[src/inc/fsef_pkg.sv]
/*
 * Constants for the flash status and error flag register bank.
 * Assumes a classic Wishbone slave with 32-bit data, one register per word.
 */
// Functional notes
// - Writing command-done one launches; stays low till done
// - Command-done reads 0 busy, 1 complete
// - Sequence violation or illegal command sets access error
// - Access error set blocks launch and clear
// - Access error clears by write one only
// - Protected program or erase sets protection violation
// - Protection violation clears by write one only
// - Protection violation blocks launch and sequence start
// - Busy reads 1 while executing, 0 idle
// - Bit 2 and unassigned bits read zero
// - Completion error bits set on command/reset errors
// - Busy and completion error bits are read only
// - Double fault or read collision sets double fault
// - Double fault clears by write one only
// - Single fault or collision sets single fault flag
// - Single fault clears by write one only
// - Genuine fault reports single or double, never both
// - Read collision sets both fault flags together; with ignore set, the code sets only the double fault flag
// - Error flags readable, writes only clear
// - Reset value may deviate on reset double fault
// - Ignore setting suppresses single fault report and irq
// - Command-done enable requests irq when flag set
// - Double-fault enable requests irq when flag set
// - Single-fault enable requests irq when flag set
package fsef_pkg;
    localparam logic [3:0] IDX_CONFIG     = 4'h4;
    localparam logic [3:0] IDX_ERR_CONFIG = 4'h5;
    localparam logic [3:0] IDX_CMD_STATUS = 4'h6;
    localparam logic [3:0] IDX_ERR_STATUS = 4'h7;
    // Command status fields
    localparam int BIT_DONE    = 7;
    localparam int BIT_ACCESS_ERROR_FLAG  = 5;
    localparam int BIT_PROT    = 4;
    localparam int BIT_BUSY    = 3;
    localparam int BIT_CSTAT_H = 1;
    localparam int BIT_CSTAT_L = 0;
    // Error status fields
    localparam int BIT_DFAULT  = 1;
    localparam int BIT_SFAULT  = 0;
    // Config fields
    localparam int BIT_DONE_IE = 7;
    localparam int BIT_IGNORE_SINGLE_FAULT   = 4;
    localparam int BIT_DF_IE   = 1;
    localparam int BIT_SF_IE   = 0;
    // Reset values
    localparam logic [7:0] RST_CONFIG     = 8'h00;
    localparam logic [7:0] RST_ERR_CONFIG = 8'h00;
    localparam logic       RST_DONE       = 1'b1;
endpackage

[src/verilog/fsef_top.sv]
/*
 * Flash status and error flag register bank with Wishbone slave.
 * Assumes the command engine and array read path drive one-cycle event
 * pulses synchronous to sys_clk_in; it launches commands on cmd_launch_out.
 */
// Implementation choice: register access over Wishbone.
`timescale 1ns/1ps
module fsef_top #(
    parameter int ADDR_W = 6
) (
    // Clock and reset
    input  wire logic              sys_clk_in,
    input  wire logic              rst_in,
    // Wishbone slave
    input  wire logic              wb_cyc_in,
    input  wire logic              wb_stb_in,
    input  wire logic              wb_we_in,
    input  wire logic [ADDR_W-1:0] wb_adr_in,
    input  wire logic [3:0]        wb_sel_in,
    input  wire logic [31:0]       wb_dat_in,
    output logic      [31:0]       wb_dat_out,
    output logic                   wb_ack_out,
    // Command engine
    input  wire logic              cmd_done_in,
    input  wire logic              seq_violation_in,
    input  wire logic              prot_violation_in,
    input  wire logic              seq_start_in,
    input  wire logic              completion_err_set_in,
    input  wire logic [1:0]        completion_err_in,
    // Reset sequence status
    input  wire logic              reset_seq_dfault_in,
    input  wire logic [1:0]        reset_seq_err_in,
    // Array read path
    input  wire logic              read_single_fault_in,
    input  wire logic              read_double_fault_in,
    input  wire logic              read_collision_in,
    // Outputs to the controller
    output logic                   cmd_launch_out,
    output logic                   seq_start_ok_out,
    output logic                   controller_busy_out,
    output logic                   irq_out
);

    // Elaboration check: the register index needs address bits 5:2
    if (ADDR_W < 6) begin : g_bad_addr_w
        $error("ADDR_W must be at least 6");
    end

    ////////////////////////////////////////////////////////////////////////
    // Bus decode
    logic       bus_req;
    logic       wr_stb;
    logic [3:0] reg_idx;
    logic       lane0;
    logic [7:0] wdata;

    assign bus_req = wb_cyc_in && wb_stb_in && !wb_ack_out;
    assign reg_idx = wb_adr_in[5:2];
    assign lane0   = wb_sel_in[0];
    assign wdata   = wb_dat_in[7:0];
    assign wr_stb  = bus_req && wb_we_in && lane0;

    logic wr_cmd;
    logic wr_err;
    logic wr_cfg;
    logic wr_ecfg;

    assign wr_cmd  = wr_stb && (reg_idx == fsef_pkg::IDX_CMD_STATUS);
    assign wr_err  = wr_stb && (reg_idx == fsef_pkg::IDX_ERR_STATUS);
    assign wr_cfg  = wr_stb && (reg_idx == fsef_pkg::IDX_CONFIG);
    assign wr_ecfg = wr_stb && (reg_idx == fsef_pkg::IDX_ERR_CONFIG);

    ////////////////////////////////////////////////////////////////////////
    // Flag state
    logic       done_flag;
    logic       access_error_flag_flag;
    logic       prot_flag;
    logic [1:0] cstat;
    logic       dfault_flag;
    logic       sfault_flag;
    logic [7:0] cfg;
    logic [7:0] ecfg;
    logic       reset_seen;

    // Launch allowed only with both error flags clear before this write
    logic launch;
    assign launch = wr_cmd && wdata[fsef_pkg::BIT_DONE] && done_flag
                    && !access_error_flag_flag && !prot_flag;

    // Configuration registers
    always_ff @(posedge sys_clk_in or posedge rst_in) begin
        if (rst_in) begin
            cfg  <= fsef_pkg::RST_CONFIG;
            ecfg <= fsef_pkg::RST_ERR_CONFIG;
        end else begin
            if (wr_cfg) begin
                cfg <= wdata & 8'h93;
            end
            if (wr_ecfg) begin
                ecfg <= wdata & 8'h03;
            end
        end
    end

    // Command done flag: cleared by launch, set on completion or violation
    always_ff @(posedge sys_clk_in or posedge rst_in) begin
        if (rst_in) begin
            done_flag <= fsef_pkg::RST_DONE;
        end else if (cmd_done_in || seq_violation_in || prot_violation_in) begin
            done_flag <= 1'b1;
        end else if (launch) begin
            done_flag <= 1'b0;
        end
    end

    // Access error flag, write one to clear
    always_ff @(posedge sys_clk_in or posedge rst_in) begin
        if (rst_in) begin
            access_error_flag_flag <= 1'b0;
        end else if (seq_violation_in) begin
            access_error_flag_flag <= 1'b1;
        end else if (wr_cmd && wdata[fsef_pkg::BIT_ACCESS_ERROR_FLAG]) begin
            access_error_flag_flag <= 1'b0;
        end
    end

    // Protection violation flag, write one to clear
    always_ff @(posedge sys_clk_in or posedge rst_in) begin
        if (rst_in) begin
            prot_flag <= 1'b0;
        end else if (prot_violation_in) begin
            prot_flag <= 1'b1;
        end else if (wr_cmd && wdata[fsef_pkg::BIT_PROT]) begin
            prot_flag <= 1'b0;
        end
    end

    // Completion status: hardware only, reset sequence loads it once
    always_ff @(posedge sys_clk_in or posedge rst_in) begin
        if (rst_in) begin
            cstat      <= 2'b00;
            reset_seen <= 1'b0;
        end else begin
            reset_seen <= 1'b1;
            if (!reset_seen) begin
                cstat <= reset_seq_err_in;
            end else if (launch || completion_err_set_in) begin
                // Error set wins over the clear made by a launch
                cstat <= (launch ? 2'b00 : cstat)
                         | (completion_err_set_in ? completion_err_in : 2'b00);
            end
        end
    end

    // Fault sources: with ignore clear, collision sets both, genuine faults exactly one
    logic set_df;
    logic set_sf;
    logic real_sf;

    assign real_sf = read_single_fault_in && !read_double_fault_in;
    assign set_df  = read_double_fault_in || read_collision_in
                     || (!reset_seen && reset_seq_dfault_in);
    assign set_sf  = (real_sf || read_collision_in)
                     && !cfg[fsef_pkg::BIT_IGNORE_SINGLE_FAULT];

    // Double fault flag, write one to clear
    always_ff @(posedge sys_clk_in or posedge rst_in) begin
        if (rst_in) begin
            dfault_flag <= 1'b0;
        end else if (set_df) begin
            dfault_flag <= 1'b1;
        end else if (wr_err && wdata[fsef_pkg::BIT_DFAULT]) begin
            dfault_flag <= 1'b0;
        end
    end

    // Single fault flag, write one to clear
    always_ff @(posedge sys_clk_in or posedge rst_in) begin
        if (rst_in) begin
            sfault_flag <= 1'b0;
        end else if (set_sf) begin
            sfault_flag <= 1'b1;
        end else if (wr_err && wdata[fsef_pkg::BIT_SFAULT]) begin
            sfault_flag <= 1'b0;
        end
    end

    ////////////////////////////////////////////////////////////////////////
    // Read data assembly
    logic [7:0] cmd_status;
    logic [7:0] err_status;
    logic [7:0] rd_byte;

    always_comb begin
        cmd_status = 8'h00;
        cmd_status[fsef_pkg::BIT_DONE]   = done_flag;
        cmd_status[fsef_pkg::BIT_ACCESS_ERROR_FLAG] = access_error_flag_flag;
        cmd_status[fsef_pkg::BIT_PROT]   = prot_flag;
        cmd_status[fsef_pkg::BIT_BUSY]   = !done_flag;
        cmd_status[fsef_pkg::BIT_CSTAT_H:fsef_pkg::BIT_CSTAT_L] = cstat;
        err_status = 8'h00;
        err_status[fsef_pkg::BIT_DFAULT] = dfault_flag;
        err_status[fsef_pkg::BIT_SFAULT] = sfault_flag;
    end

    always_comb begin
        case (reg_idx)
            fsef_pkg::IDX_CONFIG:     rd_byte = cfg;
            fsef_pkg::IDX_ERR_CONFIG: rd_byte = ecfg;
            fsef_pkg::IDX_CMD_STATUS: rd_byte = cmd_status;
            fsef_pkg::IDX_ERR_STATUS: rd_byte = err_status;
            default:                  rd_byte = 8'h00;
        endcase
    end

    // Bus answer one cycle after request
    always_ff @(posedge sys_clk_in or posedge rst_in) begin
        if (rst_in) begin
            wb_ack_out <= 1'b0;
            wb_dat_out <= 32'h0000_0000;
        end else begin
            wb_ack_out <= bus_req;
            if (bus_req && !wb_we_in) begin
                wb_dat_out <= {24'h00_0000, rd_byte};
            end
        end
    end

    ////////////////////////////////////////////////////////////////////////
    // Controller outputs and interrupt request
    always_ff @(posedge sys_clk_in or posedge rst_in) begin
        if (rst_in) begin
            cmd_launch_out      <= 1'b0;
            seq_start_ok_out    <= 1'b0;
            controller_busy_out <= 1'b0;
            irq_out             <= 1'b0;
        end else begin
            cmd_launch_out      <= launch;
            seq_start_ok_out    <= !prot_flag && !prot_violation_in;
            controller_busy_out <= !done_flag;
            irq_out <= (cfg[fsef_pkg::BIT_DONE_IE] && done_flag)
                    || (ecfg[fsef_pkg::BIT_DF_IE] && dfault_flag)
                    || (ecfg[fsef_pkg::BIT_SF_IE] && sfault_flag);
        end
    end

endmodule

[config.mk]
export PLATFORM = sky130hd
export DESIGN_NAME = fsef_top
export DESIGN_NICKNAME = d
export VERILOG_FILES = /design/src/inc/fsef_pkg.sv /design/src/verilog/fsef_top.sv
export SDC_FILE = /design/constraint.sdc
export NUM_CORES = 1
export LEC_CHECK = 0
export BUFFER_PORTS_ARGS = -buffer_cell sky130_fd_sc_hd__clkbuf_2
export CAP_MARGIN = 0
export CORE_ASPECT_RATIO = 1.75
export CORE_MARGIN = 1
export CORE_UTILIZATION = 36
export CTS_CLUSTER_DIAMETER = 80
export DETAILED_ROUTE_END_ITERATION = 16
export PLACE_DENSITY = 0.75
export REMOVE_ABC_BUFFERS = 1
export SYNTH_ARGS = -nofsm -noshare
export SYNTH_HDL_FRONTEND = slang
export SYNTH_SLANG_ARGS = --single-unit
export TNS_END_PERCENT = 1
[constraint.sdc]
create_clock -name sys_clk_in -period 1.5 [get_ports sys_clk_in]
set_input_delay 0.375 -clock sys_clk_in [delete_from_list [all_inputs] [get_ports sys_clk_in]]
set_output_delay 0.375 -clock sys_clk_in [all_outputs]
set_load 0.05 [all_outputs]
After elaboration in Yosys (flattened, before gate mapping)
Index checks and enable logic that the tools add are counted.
{"block": "word_totals", "reg_bits": 27, "in_bits": 60, "word_cells": 82}
{"block": "classes", "eq_ne": 5, "muxes": 15, "bitwise_logic": 1, "reduce_logical": 46}
{"op": "one-hot mux 8 bit (4 select lines)", "count": 1}
{"op": "logical AND 1 bit", "count": 24}
{"op": "== test 4 x 3 -> 1 bit, second input constant", "count": 4}
{"op": "2-to-1 mux 1 bit", "count": 10}
{"op": "nonzero test 2 bit", "count": 5}
{"op": "logical NOT 1 bit", "count": 9}
{"op": "logical OR 1 bit", "count": 8}
{"op": "2-to-1 mux 2 bit", "count": 4}
{"op": "inequality test 2 x 1 -> 1 bit, second input constant", "count": 1}
{"op": "OR 2 bit", "count": 1}

Logic depth before layout (Yosys ltp)
Gate-level depths: netlist of the first run.
{"block": "depth", "word_depth": 13, "ltp_mapped": 5, "mapped_depth_nobuf": 4}

Least setup slack after synthesis of the first run
No wires, ideal clock.
{"block": "synth_path", "path_kind": "reg-to-reg", "from": "register wb_ack_out", "to": "register cfg[0]", "setup_time_ps": 125, "arrival_ps": 1734, "slack_ps": -359, "stages_incl_launch_ff": 5, "n_path_buf": 1, "synth_period_minus_slack_ps": 1859, "path_cell_list": "dfrtp_1 > or2_1 > or4_4 > buf_6 > mux2_4"}
{"block": "synth_via", "elab_chain_cells": 5}
{"element": "start: declaration", "line_no": "fsef_top.sv:22", "source": "output logic wb_ack_out,"}
{"element": "start signal: assignment", "line_no": "fsef_top.sv:222", "source": "wb_ack_out <= bus_req;"}
{"element": "logical NOT 1 bit", "line_no": "fsef_top.sv:57", "source": "assign bus_req = wb_cyc_in && wb_stb_in && !wb_ack_out;"}
{"element": "logical AND 1 bit", "line_no": "fsef_top.sv:57"}
{"element": "logical AND 1 bit (2 in a row)", "line_no": "fsef_top.sv:61", "source": "assign wr_stb = bus_req && wb_we_in && lane0;"}
{"element": "logical AND 1 bit", "line_no": "fsef_top.sv:70", "source": "assign wr_cfg = wr_stb && (reg_idx == fsef_pkg::IDX_CONFIG);"}
{"element": "end signal: assignment", "line_no": "fsef_top.sv:93", "source": "cfg <= fsef_pkg::RST_CONFIG;"}
{"element": "end signal: assignment", "line_no": "fsef_top.sv:97", "source": "cfg <= wdata & 8'h93;"}
{"element": "end: declaration", "line_no": "fsef_top.sv:81", "source": "logic [7:0] cfg;"}
Every way passes these cells.
A chain may end at the register's enable or synchronous reset.

Worst setup path after layout of the first run
{"block": "layout_path", "from": "register wb_ack_out", "to": "register cfg[4]"}
The elaborated chain is that of the path after synthesis.

==> results of run 1 <==
[cell families (layout without fill, tap and decap cells)]
kind of cell	after synthesis	in the layout	share of synthesized area
other cells	2	27	0.00554
compound gates	19	19	0.0979
mux	10	10	0.109
flops	25	25	0.463
simple gates	31	31	0.142
buf+inv	36	67	0.183
[critical path, delay by kind of cell (launching register included)]
family | cells | cell delay [ns]
and+or+nand+nor | 2 | 0.76
DFF | 1 | 0.39
muxes | 1 | 0.32
[registers in the layout (all words and copies together), names as in the netlist, 2 cells and up]
| signal | flops |
|---|---|
| wb_dat_out | 6 |
| cfg | 4 |
| ecfg | 2 |
| cstat | 2 |
[final cells by class]
class	count	share of cell area
flip-flops and latches	25	0.377
multi-input cells	87	0.345
repair buffers	57	0.202
well taps	46	0.0346
clock buffers	3	0.0248
inverters	6	0.0135
clock inverters	1	0.00301
[what timing repair did]
| item | 4_1_cts | 5_1_grt |
|---|---|---|
| pin swaps | 1 | 0 |
| resized for setup | 0 | 1 |
| endpoints found under the setup margin | 6 | 7 |
| hold buffers | 0 | 0 |
[path summary, 6_finish.rpt]
kind                                   start          endpoint  slack, ns  cells after the start
max                               wb_ack_out            cfg[4]      -0.07                      3
min                                   rst_in     wb_dat_out[1]       0.12                      3
max reg2reg                       wb_ack_out            cfg[4]      -0.07                      3
min reg2reg                    wb_dat_out[7]     wb_dat_out[7]       0.48                      2
max in group asynchronous             rst_in         done_flag       1.09                      3
min in group sys_clk_in    prot_violation_in  seq_start_ok_out       0.28                      2
[synth_stat cells (all sizes together)]
library cell / number
or2: 1
nand4bb: 1
and3: 2
nor2: 2
conb: 2
o31ai: 1
a211oi: 1
nand4: 3
nand2: 11
clkbuf: 2
a22o: 2
nand2b: 1
mux2i: 2
or3: 1
and2: 1
a21o: 2
or4: 1
o21ai: 5
o41ai: 4
nor4: 1
or4bb: 2
dfrtp: 24
mux2: 6
buf: 28
a21oi: 3
nand3b: 2
nor3: 1
nor4bb: 1
dfstp: 1
a222oi: 1
inv: 6
mux4: 2
[per-layer routing]
| layer | global-route usage | part of all wire | vias up | wire length, um |
|---|---|---|---|---|
| li1 | - | - | 499 | - |
| met5 | 0 | 0 | - | 0 |
| met2 | 0.241 | 0.55 | 47 | 1380 |
| met4 | 0.0749 | 0.022 | 0 | 55 |
| met1 | 0.152 | 0.37 | 471 | 935 |
| met3 | 0.0238 | 0.061 | 5 | 155 |
[where the power goes]
group	total [mW]	switching (mW)	internal [mW]
registers	0.729	0.0209	0.708
clock network	0.394	0.208	0.186
logic	0.385	0.278	0.108
total	1.51	0.507	1.00
[through the flow]
step	instance area, um2	instances	total power [mW]
6_report	1660	225	1.51
5_1_grt	1660	225	1.59
4_1_cts	1660	225	1.53
3_5_place_dp	1620	221	1.13
3_3_place_gp	1620	221	1.13
2_1_floorplan	1220	118	1.02
==> flow_metrics.env, run 1 <==
export IMPL_outcome="finished with violations"
export IMPL_violations="negative setup slack"
export IMPL_synth_yosys_seq_area_share=0.463
export IMPL_htree_levels=1
export IMPL_max_clock_path_buffers=2
export IMPL_viasPerCell=4.54
export IMPL_total_leakage_power_nw=0.887
export IMPL_grt_max_degree=26
export IMPL_drc=0
export IMPL_crit_slowest_cell="or4_4"
export IMPL_wl_per_cell_um=11.2
export IMPL_max_stage_delay_ns=0.54
export IMPL_worstPathCellList="or2_1 > or4_4 > mux2_4"
export IMPL_crit_path_start_kind="flip-flop"
export IMPL_design_core_area_um2=3590
export IMPL_finalHoldViolations=0
export IMPL_antenna_found_initial=0
export IMPL_fin_crit_sh=1.05
export IMPL_regArea_um2=627
export IMPL_power_density_nw_per_um2=907
export IMPL_grt_pass1_vias=956
export IMPL_cts_made_buffers=3
export IMPL_syn_to_final_growth_pct=22.7
export IMPL_yosys_top_cells_area="dfrtp_1, buf_4, mux2_4"
export IMPL_setup_violations=4
export IMPL_ant_nets=0
export IMPL_fp_dieW_um=48.4
export IMPL_port_buffers=37
export IMPL_max_cap_violations=0
export IMPL_irDropWorstVdd_v=0.000582
export IMPL_drive_gt1_frac=0.391
export IMPL_clk_latency_ns=0.27
export IMPL_most_common_layout_cells="clkbuf_2, conb_1, dfrtp_1"
export IMPL_clock_sinks=25
export IMPL_min_period_ns=1.57
export IMPL_hold_slack_ns=0.117
export IMPL_synth_warning_count=0
export IMPL_hpwl_um=2100
export IMPL_setup_ws_ns=-0.0745
export IMPL_maxSlewViolCount=0
export IMPL_io_pins=97
export IMPL_grtUsageTotal=0.137
export IMPL_cp_end_kind="flip-flop"
export IMPL_dieArea_um2=4020
export IMPL_gp_congestion=0.812
export IMPL_nFillCells=367
export IMPL_layout_commonest_cell="clkbuf_2"
export IMPL_post_cts_buffers=0
export IMPL_grt_ovfl_total=0
export IMPL_fin_util=0.463
export IMPL_grt_pass1_wl_um=4160
export IMPL_start_util=0.377
export IMPL_hp_class="primary input to asynchronous set/reset pin"
export IMPL_firstDrtPassIters=4
export IMPL_multi_input_area_um2=574
export IMPL_diodes=0
export IMPL_syn_area_um2=1360
export IMPL_routed_wl_um=2520
export IMPL_num_nets_final=240
export IMPL_worstPathArrival_ns=1.73
export IMPL_syn_avg_cell_area_um2=11.0
export IMPL_root_buffer="clkbuf_8"
export IMPL_ys_ff_latch=25
export IMPL_rows=29
export IMPL_drtIter0Drc=11
export IMPL_tns_ns=-0.258
export IMPL_fmax_mhz=635
export IMPL_rsz0062_at_grt="true"
export IMPL_clock_skew_final_ns=0.00512
export IMPL_netlist_instances=123
export IMPL_num_vias=1022
export IMPL_cts_tree="built"
export IMPL_synth_top_area_cell="dfrtp_1"
export IMPL_synth_top_cell_area_share=0.443
export IMPL_synth_cell_types=34
export IMPL_dp_slack_ns=-0.189
export IMPL_clk_pin_slew_ns=0.09
export IMPL_die_h_um=83.2
export IMPL_path_max_fanout=4
export IMPL_required_ns=1.66
export IMPL_worstSetupPathType="flip-flop to flip-flop"
Note: power is estimated with default switching activity, not from simulation.
==> inputs of run 2 (changes only) <==
ABC_AREA = 1   (was not set)
CORE_UTILIZATION = 37   (was 36)
PLACE_DENSITY = 0.77   (was 0.75)
==> flow_metrics.env, run 2 <==
export IMPL_outcome="complete, no violations"
export IMPL_drc=0
export IMPL_highest_layer="met4"
export IMPL_max_clock_path_buffers=2
export IMPL_path_max_fanout=2
export IMPL_firstDrtPassIters=4
export IMPL_largest_register="wb_dat_out"
export IMPL_cp_end_kind="output pin"
export IMPL_clk_latency_ns=0.27
export IMPL_cts_made_buffers=3
export IMPL_crit_cells=1
export IMPL_grt_ovfl_total=0
export IMPL_synth_top_area_cell="dfrtp_1"
export IMPL_fin_crit_sh=0.853
export IMPL_rsz0062_at_grt="false"
export IMPL_reg_top3="wb_dat_out: 6 flops, cfg: 4 flops"
export IMPL_port_buffers=37
export IMPL_grt_pass1_vias=1018
export IMPL_root_buffer="clkbuf_8"
export IMPL_drive_gt1_frac=0.248
export IMPL_grt_pass1_wl_um=4110
export IMPL_synth_edff_count=0
export IMPL_yosys_top_cells_area="dfrtp_1, buf_4, nand2_1"
export IMPL_finalHoldViolations=0
export IMPL_viasPerCell=4.30
export IMPL_postCtsHoldBufs=0
export IMPL_gp_congestion=0.864
export IMPL_num_vias=1114
export IMPL_setup_violations=0
export IMPL_routed_wl_um=2510
export IMPL_clock_sinks=25
export IMPL_r2r_setup_slack_ns=0.25
export IMPL_required_ns=1.12
export IMPL_met1Wirelength_um=896
export IMPL_r2r_end="cfg[4]"
export IMPL_grt_max_degree=26
export IMPL_wl_per_cell_um=9.68
export IMPL_syn_area_um2=1360
export IMPL_synth_async_sr_flop_share=1.00
export IMPL_synthSimpleGateAreaFrac=0.247
export IMPL_ys_ff_latch=25
export IMPL_htree_levels=1
export IMPL_start_util=0.397
export IMPL_rows=28
export IMPL_r2r_start="wb_ack_out"
export IMPL_yosys_top_cells_count="nand2_1, buf_4, dfrtp_1"
export IMPL_synth_xor_area_frac=0
export IMPL_design_core_area_um2=3430
export IMPL_fmax_mhz=782
export IMPL_synth_yosys_seq_area_share=0.460
export IMPL_syn_avg_cell_area_um2=7.91
export IMPL_min_period_ns=1.28
export IMPL_dp_slack_ns=0.146
export IMPL_synth_mux_area_fraction=0
export IMPL_max_stage_delay_ns=0.36
export IMPL_largest_register_ffs=6
export IMPL_crit_family="flip-flops"
export IMPL_dp_cells=255
export IMPL_synth_top_family_by_area="simple AND/OR/NAND/NOR gates"
export IMPL_synth_cell_types=19
export IMPL_total_leakage_power_nw=0.899
export IMPL_drtIter0Drc=11
export IMPL_worstRegToRegCells=6
export IMPL_clock_skew_final_ns=0.00299
export IMPL_cts_resized=0
export IMPL_io_pins=97
export IMPL_die_h_um=82.2
export IMPL_worstPathArrival_ns=0.90
export IMPL_diodes=0
export IMPL_hold_slack_ns=0.115
export IMPL_tns_ns=0
export IMPL_worstPathCellList="clkbuf_2"
export IMPL_grtUsageTotal=0.149
export IMPL_setup_ws_ns=0.221
export IMPL_post_cts_buffers=0
export IMPL_dieArea_um2=3940
export IMPL_fp_dieW_um=47.9
export IMPL_maxSlewViolCount=0
export IMPL_num_nets_final=275
export IMPL_max_cap_violations=0
export IMPL_power_density_nw_per_um2=943
export IMPL_hp_class="primary input to asynchronous set/reset pin"
export IMPL_final_cells=259
export IMPL_ys_flop_type="dfrtp_1"
export IMPL_most_common_layout_cells="nand2_1, clkbuf_2, conb_1"
export IMPL_syn_to_final_growth_pct=14.7
export IMPL_synth_warning_count=0
export IMPL_netlist_instances=172
export IMPL_clk_pin_slew_ns=0.08
export IMPL_cts_tree="built"
export IMPL_synthAdderAreaFrac=0
export IMPL_layout_commonest_cell="nand2_1"
export IMPL_dpl_cell_area_um2=1520
export IMPL_synth_compound_area_frac=0.0717
export IMPL_stdcell_area_um2=1560
export IMPL_synth_top_cell_area_share=0.441
export IMPL_antenna_found_initial=0
export IMPL_wl_met2_um=1420
export IMPL_irDropWorstVdd_v=0.000537
export IMPL_crit_path_start_kind="flip-flop"
export IMPL_synth_most_common_cell="nand2_1"
export IMPL_hpwl_um=2110
export IMPL_wl_met3_um=132
export IMPL_nFillCells=397
export IMPL_path_buf_inv=1
export IMPL_ant_nets=0
export IMPL_worstSetupPathType="flip-flop to output pin"
export IMPL_crit_slowest_cell="dfrtp_1"
==> run 2: cell count changes after synthesis, moves of 3 or more <==
cell / delta
inv_2: +3
o21ai_1: +13
nor2_2: +3
nand3_1: +18
nor2_1: +5
nand2_1: +33
nand4_1: -3
inv_1: +15
o41ai_1: -4
o21ai_0: -4
mux2_4: -4
==> run 2: logic make-up (layout without fill, tap and decap cells) <==
kind of cell	Yosys count	after routing
other	2	27
and+or+nand+nor	76	76
DFF	25	25
buffers and inverters	51	68
AOI/OAI and AO/OA	18	18
==> run 2: tightest hold or removal path: stages <==
cell and delay (ns):
clkbuf_2 0.08, inv_1 0.04, buf_4 0.29
==> run 2: how the worst max path moves through the flow <==
stage	from	end
final	wb_dat_out[5]	wb_dat_out[5]
after global placement	wb_adr_in[5]	cstat[0]
after global routing	wb_ack_out	cfg[4]
after CTS	wb_dat_out[5]	wb_dat_out[5]
after detailed placement	wb_adr_in[5]	cstat[1]
after floorplan	wb_ack_out	cfg[0]
==> run 2: cell type report <==
cell class / instances / area (um2) / area share
multi-input combinational: 121 / 536 / 0.343
inverter: 24 / 90.1 / 0.0577
timing repair buffer: 40 / 208 / 0.133
tap: 45 / 56.3 / 0.0361
clock buffer: 4 / 45.0 / 0.0288
sequential: 25 / 627 / 0.401
==> run 2: routing by layer <==
layer / global-route usage / up-vias
li1: - / 564
met2: 0.274 / 43
met5: 0 / -
met4: 0.0750 / 0
met1: 0.148 / 502
met3: 0.0239 / 5
==> run 2: stage by stage <==
stage	power [mW]	util
CTS	1.48	0.455
global placement	1.09	0.442
finish	1.47	0.455
floorplan	1.01	-
global route	1.54	0.455
detailed placement	1.10	0.442
==> run 2: where the power goes <==
group	internal (mW)	switching (mW)	total, mW	leakage [nW]
combinational	0.0695	0.286	0.355	0.562
clock	0.190	0.201	0.391	0.0228
sequential	0.707	0.0190	0.726	0.313
total	0.967	0.505	1.47	0.899
==> inputs of run 3 (changes only) <==
==> constraint.sdc (replaced) <==
create_clock -name sys_clk_in -period 1.1 [get_ports sys_clk_in]
set_input_delay 0.055 -clock sys_clk_in [delete_from_list [all_inputs] [get_ports sys_clk_in]]
set_output_delay 0.055 -clock sys_clk_in [all_outputs]
set_load 0.05 [all_outputs]
==> flow_metrics.env, run 3 (same netlist as run 2, synthesis figures left out) <==
export IMPL_outcome="finished with violations"
export IMPL_violations="negative setup slack"
export IMPL_most_common_layout_cells="nand2_1, clkbuf_2, conb_1"
export IMPL_fp_dieW_um=47.9
export IMPL_rows=28
export IMPL_r2r_end="cfg[7]"
export IMPL_path_buf_inv=1
export IMPL_clock_sinks=25
export IMPL_drive_gt1_frac=0.266
export IMPL_cts_tree="built"
export IMPL_syn_to_final_growth_pct=20.5
export IMPL_hp_class="primary input to flip-flop"
export IMPL_nFillCells=365
export IMPL_required_ns=1.26
export IMPL_power_density_nw_per_um2=1240
export IMPL_crit_path_start_kind="flip-flop"
export IMPL_firstDrtPassIters=4
export IMPL_viasPerCell=4.30
export IMPL_total_power_mw=2.03
export IMPL_grt_pass1_wl_um=4450
export IMPL_crit_family="simple AND/OR/NAND/NOR gates"
export IMPL_antenna_found_initial=0
export IMPL_dp_slack_ns=-0.0703
export IMPL_r2r_start="wb_ack_out"
export IMPL_path_max_fanout=8
export IMPL_clk_latency_ns=0.27
export IMPL_max_stage_delay_ns=0.38
export IMPL_routed_wl_um=2580
export IMPL_num_vias=1148
export IMPL_port_buffers=37
export IMPL_cts_made_buffers=3
export IMPL_finalHoldViolations=0
export IMPL_grt_max_degree=26
export IMPL_start_util=0.397
export IMPL_diodes=0
export IMPL_grtUsageTotal=0.157
export IMPL_largest_register="wb_dat_out"
export IMPL_grt_ovfl_total=0
export IMPL_htree_levels=1
export IMPL_worstRegToRegCells=6
export IMPL_hpwl_um=2170
export IMPL_holdPathStages=3
export IMPL_root_buffer="clkbuf_8"
export IMPL_fin_crit_sh=1.08
export IMPL_min_period_ns=1.19
export IMPL_irDropWorstVdd_v=0.000698
export IMPL_largest_register_ffs=6
export IMPL_grt_pass1_vias=1157
export IMPL_regArea_um2=627
export IMPL_setup_violations=10
export IMPL_total_leakage_power_nw=0.932
export IMPL_tns_ns=-0.548
export IMPL_design_core_area_um2=3430
export IMPL_hold_slack_ns=0.00500
export IMPL_gp_congestion=0.864
export IMPL_drc=0
export IMPL_clock_skew_final_ns=0.00603
export IMPL_num_nets_final=283
export IMPL_maxSlewViolCount=0
export IMPL_die_h_um=82.2
export IMPL_reg_top3="wb_dat_out: 6 flops, cfg: 4 flops"
export IMPL_max_clock_path_buffers=2
export IMPL_worstPathCellList="inv_1 > nand3_2 > nor2_4 > nand3_2 > nand2_1 > o21ai_1"
export IMPL_ant_nets=0
export IMPL_setup_ws_ns=-0.0887
export IMPL_hold_start="cmd_done_in"
export IMPL_max_cap_violations=0
export IMPL_io_pins=97
export IMPL_fmax_mhz=841
export IMPL_clk_pin_slew_ns=0.09
export IMPL_worst_hold_path_endpoint="done_flag"
export IMPL_drtIter0Drc=18
export IMPL_cpMostUsedCell="nand3_2"
export IMPL_wl_per_cell_um=9.66
export IMPL_dieArea_um2=3940
export IMPL_r2r_setup_slack_ns=-0.09
export IMPL_worstSetupPathType="flip-flop to flip-flop"
export IMPL_cp_end_kind="flip-flop"
export IMPL_worstPathArrival_ns=1.35
export IMPL_multi_input_area_um2=541
export IMPL_crit_slowest_cell="dfrtp_1"
export IMPL_rsz0062_at_grt="true"
export IMPL_layout_commonest_cell="nand2_1"
==> run 3: cell count changes in the layout (fill, tap and decap cells not counted), sizes merged <==
| cell | previous run | this run |
|---|---|---|
| dlygate4sd3 | 0 | 4 |
| clkbuf | 41 | 40 |
| buf | 3 | 7 |
| clkinvlp | 0 | 1 |
==> run 3: layout make-up <==
cell class                 count  share of cell area
sequential                    25               0.382
clock buffer                   3              0.0252
timing repair buffer          48               0.169
inverter                      24              0.0549
clock inverter                 1             0.00458
tap                           45              0.0343
multi-input combinational    121               0.330
==> run 3: worst max-delay path by stage <==
stage / startpoint / to / slack [ns] / cells after the start
6_report: wb_ack_out / cfg[7] / -0.09 / 6
2_1_floorplan: wb_ack_out / cfg[0] / -0.22 / 6
4_1_cts: wb_ack_out / cfg[7] / -0.08 / 6
3_3_place_gp: wb_ack_out / sfault_flag / -0.03 / 7
3_5_place_dp: wb_ack_out / cfg[7] / -0.07 / 6
5_1_grt: wb_ack_out / dfault_flag / -0.17 / 7
==> run 3: tightest hold or removal path, cell delays in order <==
cell and delay [ns]:
clkbuf_2 0.08, nor3_1 0.04, o21ai_1 0.06
==> run 3: repair_timing <==
action,4_1_cts,5_1_grt
endpoints found under the setup margin,16,20
endpoints found under the hold margin,28,0
resized for setup,0,1
hold buffers,4,0
buffers inserted,0,0
==> run 3: through the flow <==
step | area (um2) | util | instances
3_5_place_dp | 1550 | 0.450 | 259
6_report | 1640 | 0.478 | 267
4_1_cts | 1640 | 0.476 | 267
2_1_floorplan | 1250 | - | 170
5_1_grt | 1640 | 0.478 | 267
3_3_place_gp | 1550 | 0.450 | 259
==> run 3: power by group <==
group          internal (mW)  total [mW]  leakage [nW]  switching, mW
clock                  0.256       0.541        0.0217          0.285
combinational          0.107       0.501         0.597          0.394
sequential             0.965       0.991         0.313         0.0261
total                   1.33        2.03         0.932          0.705
==> run 3: routing by layer <==
layer  vias up  global-route usage  part of all wire
met5         -                   0                 0
met4         0              0.0806             0.026
met3         6              0.0130             0.052
met2        46               0.303              0.59
met1       517               0.151              0.33
li1        579                   -                 -
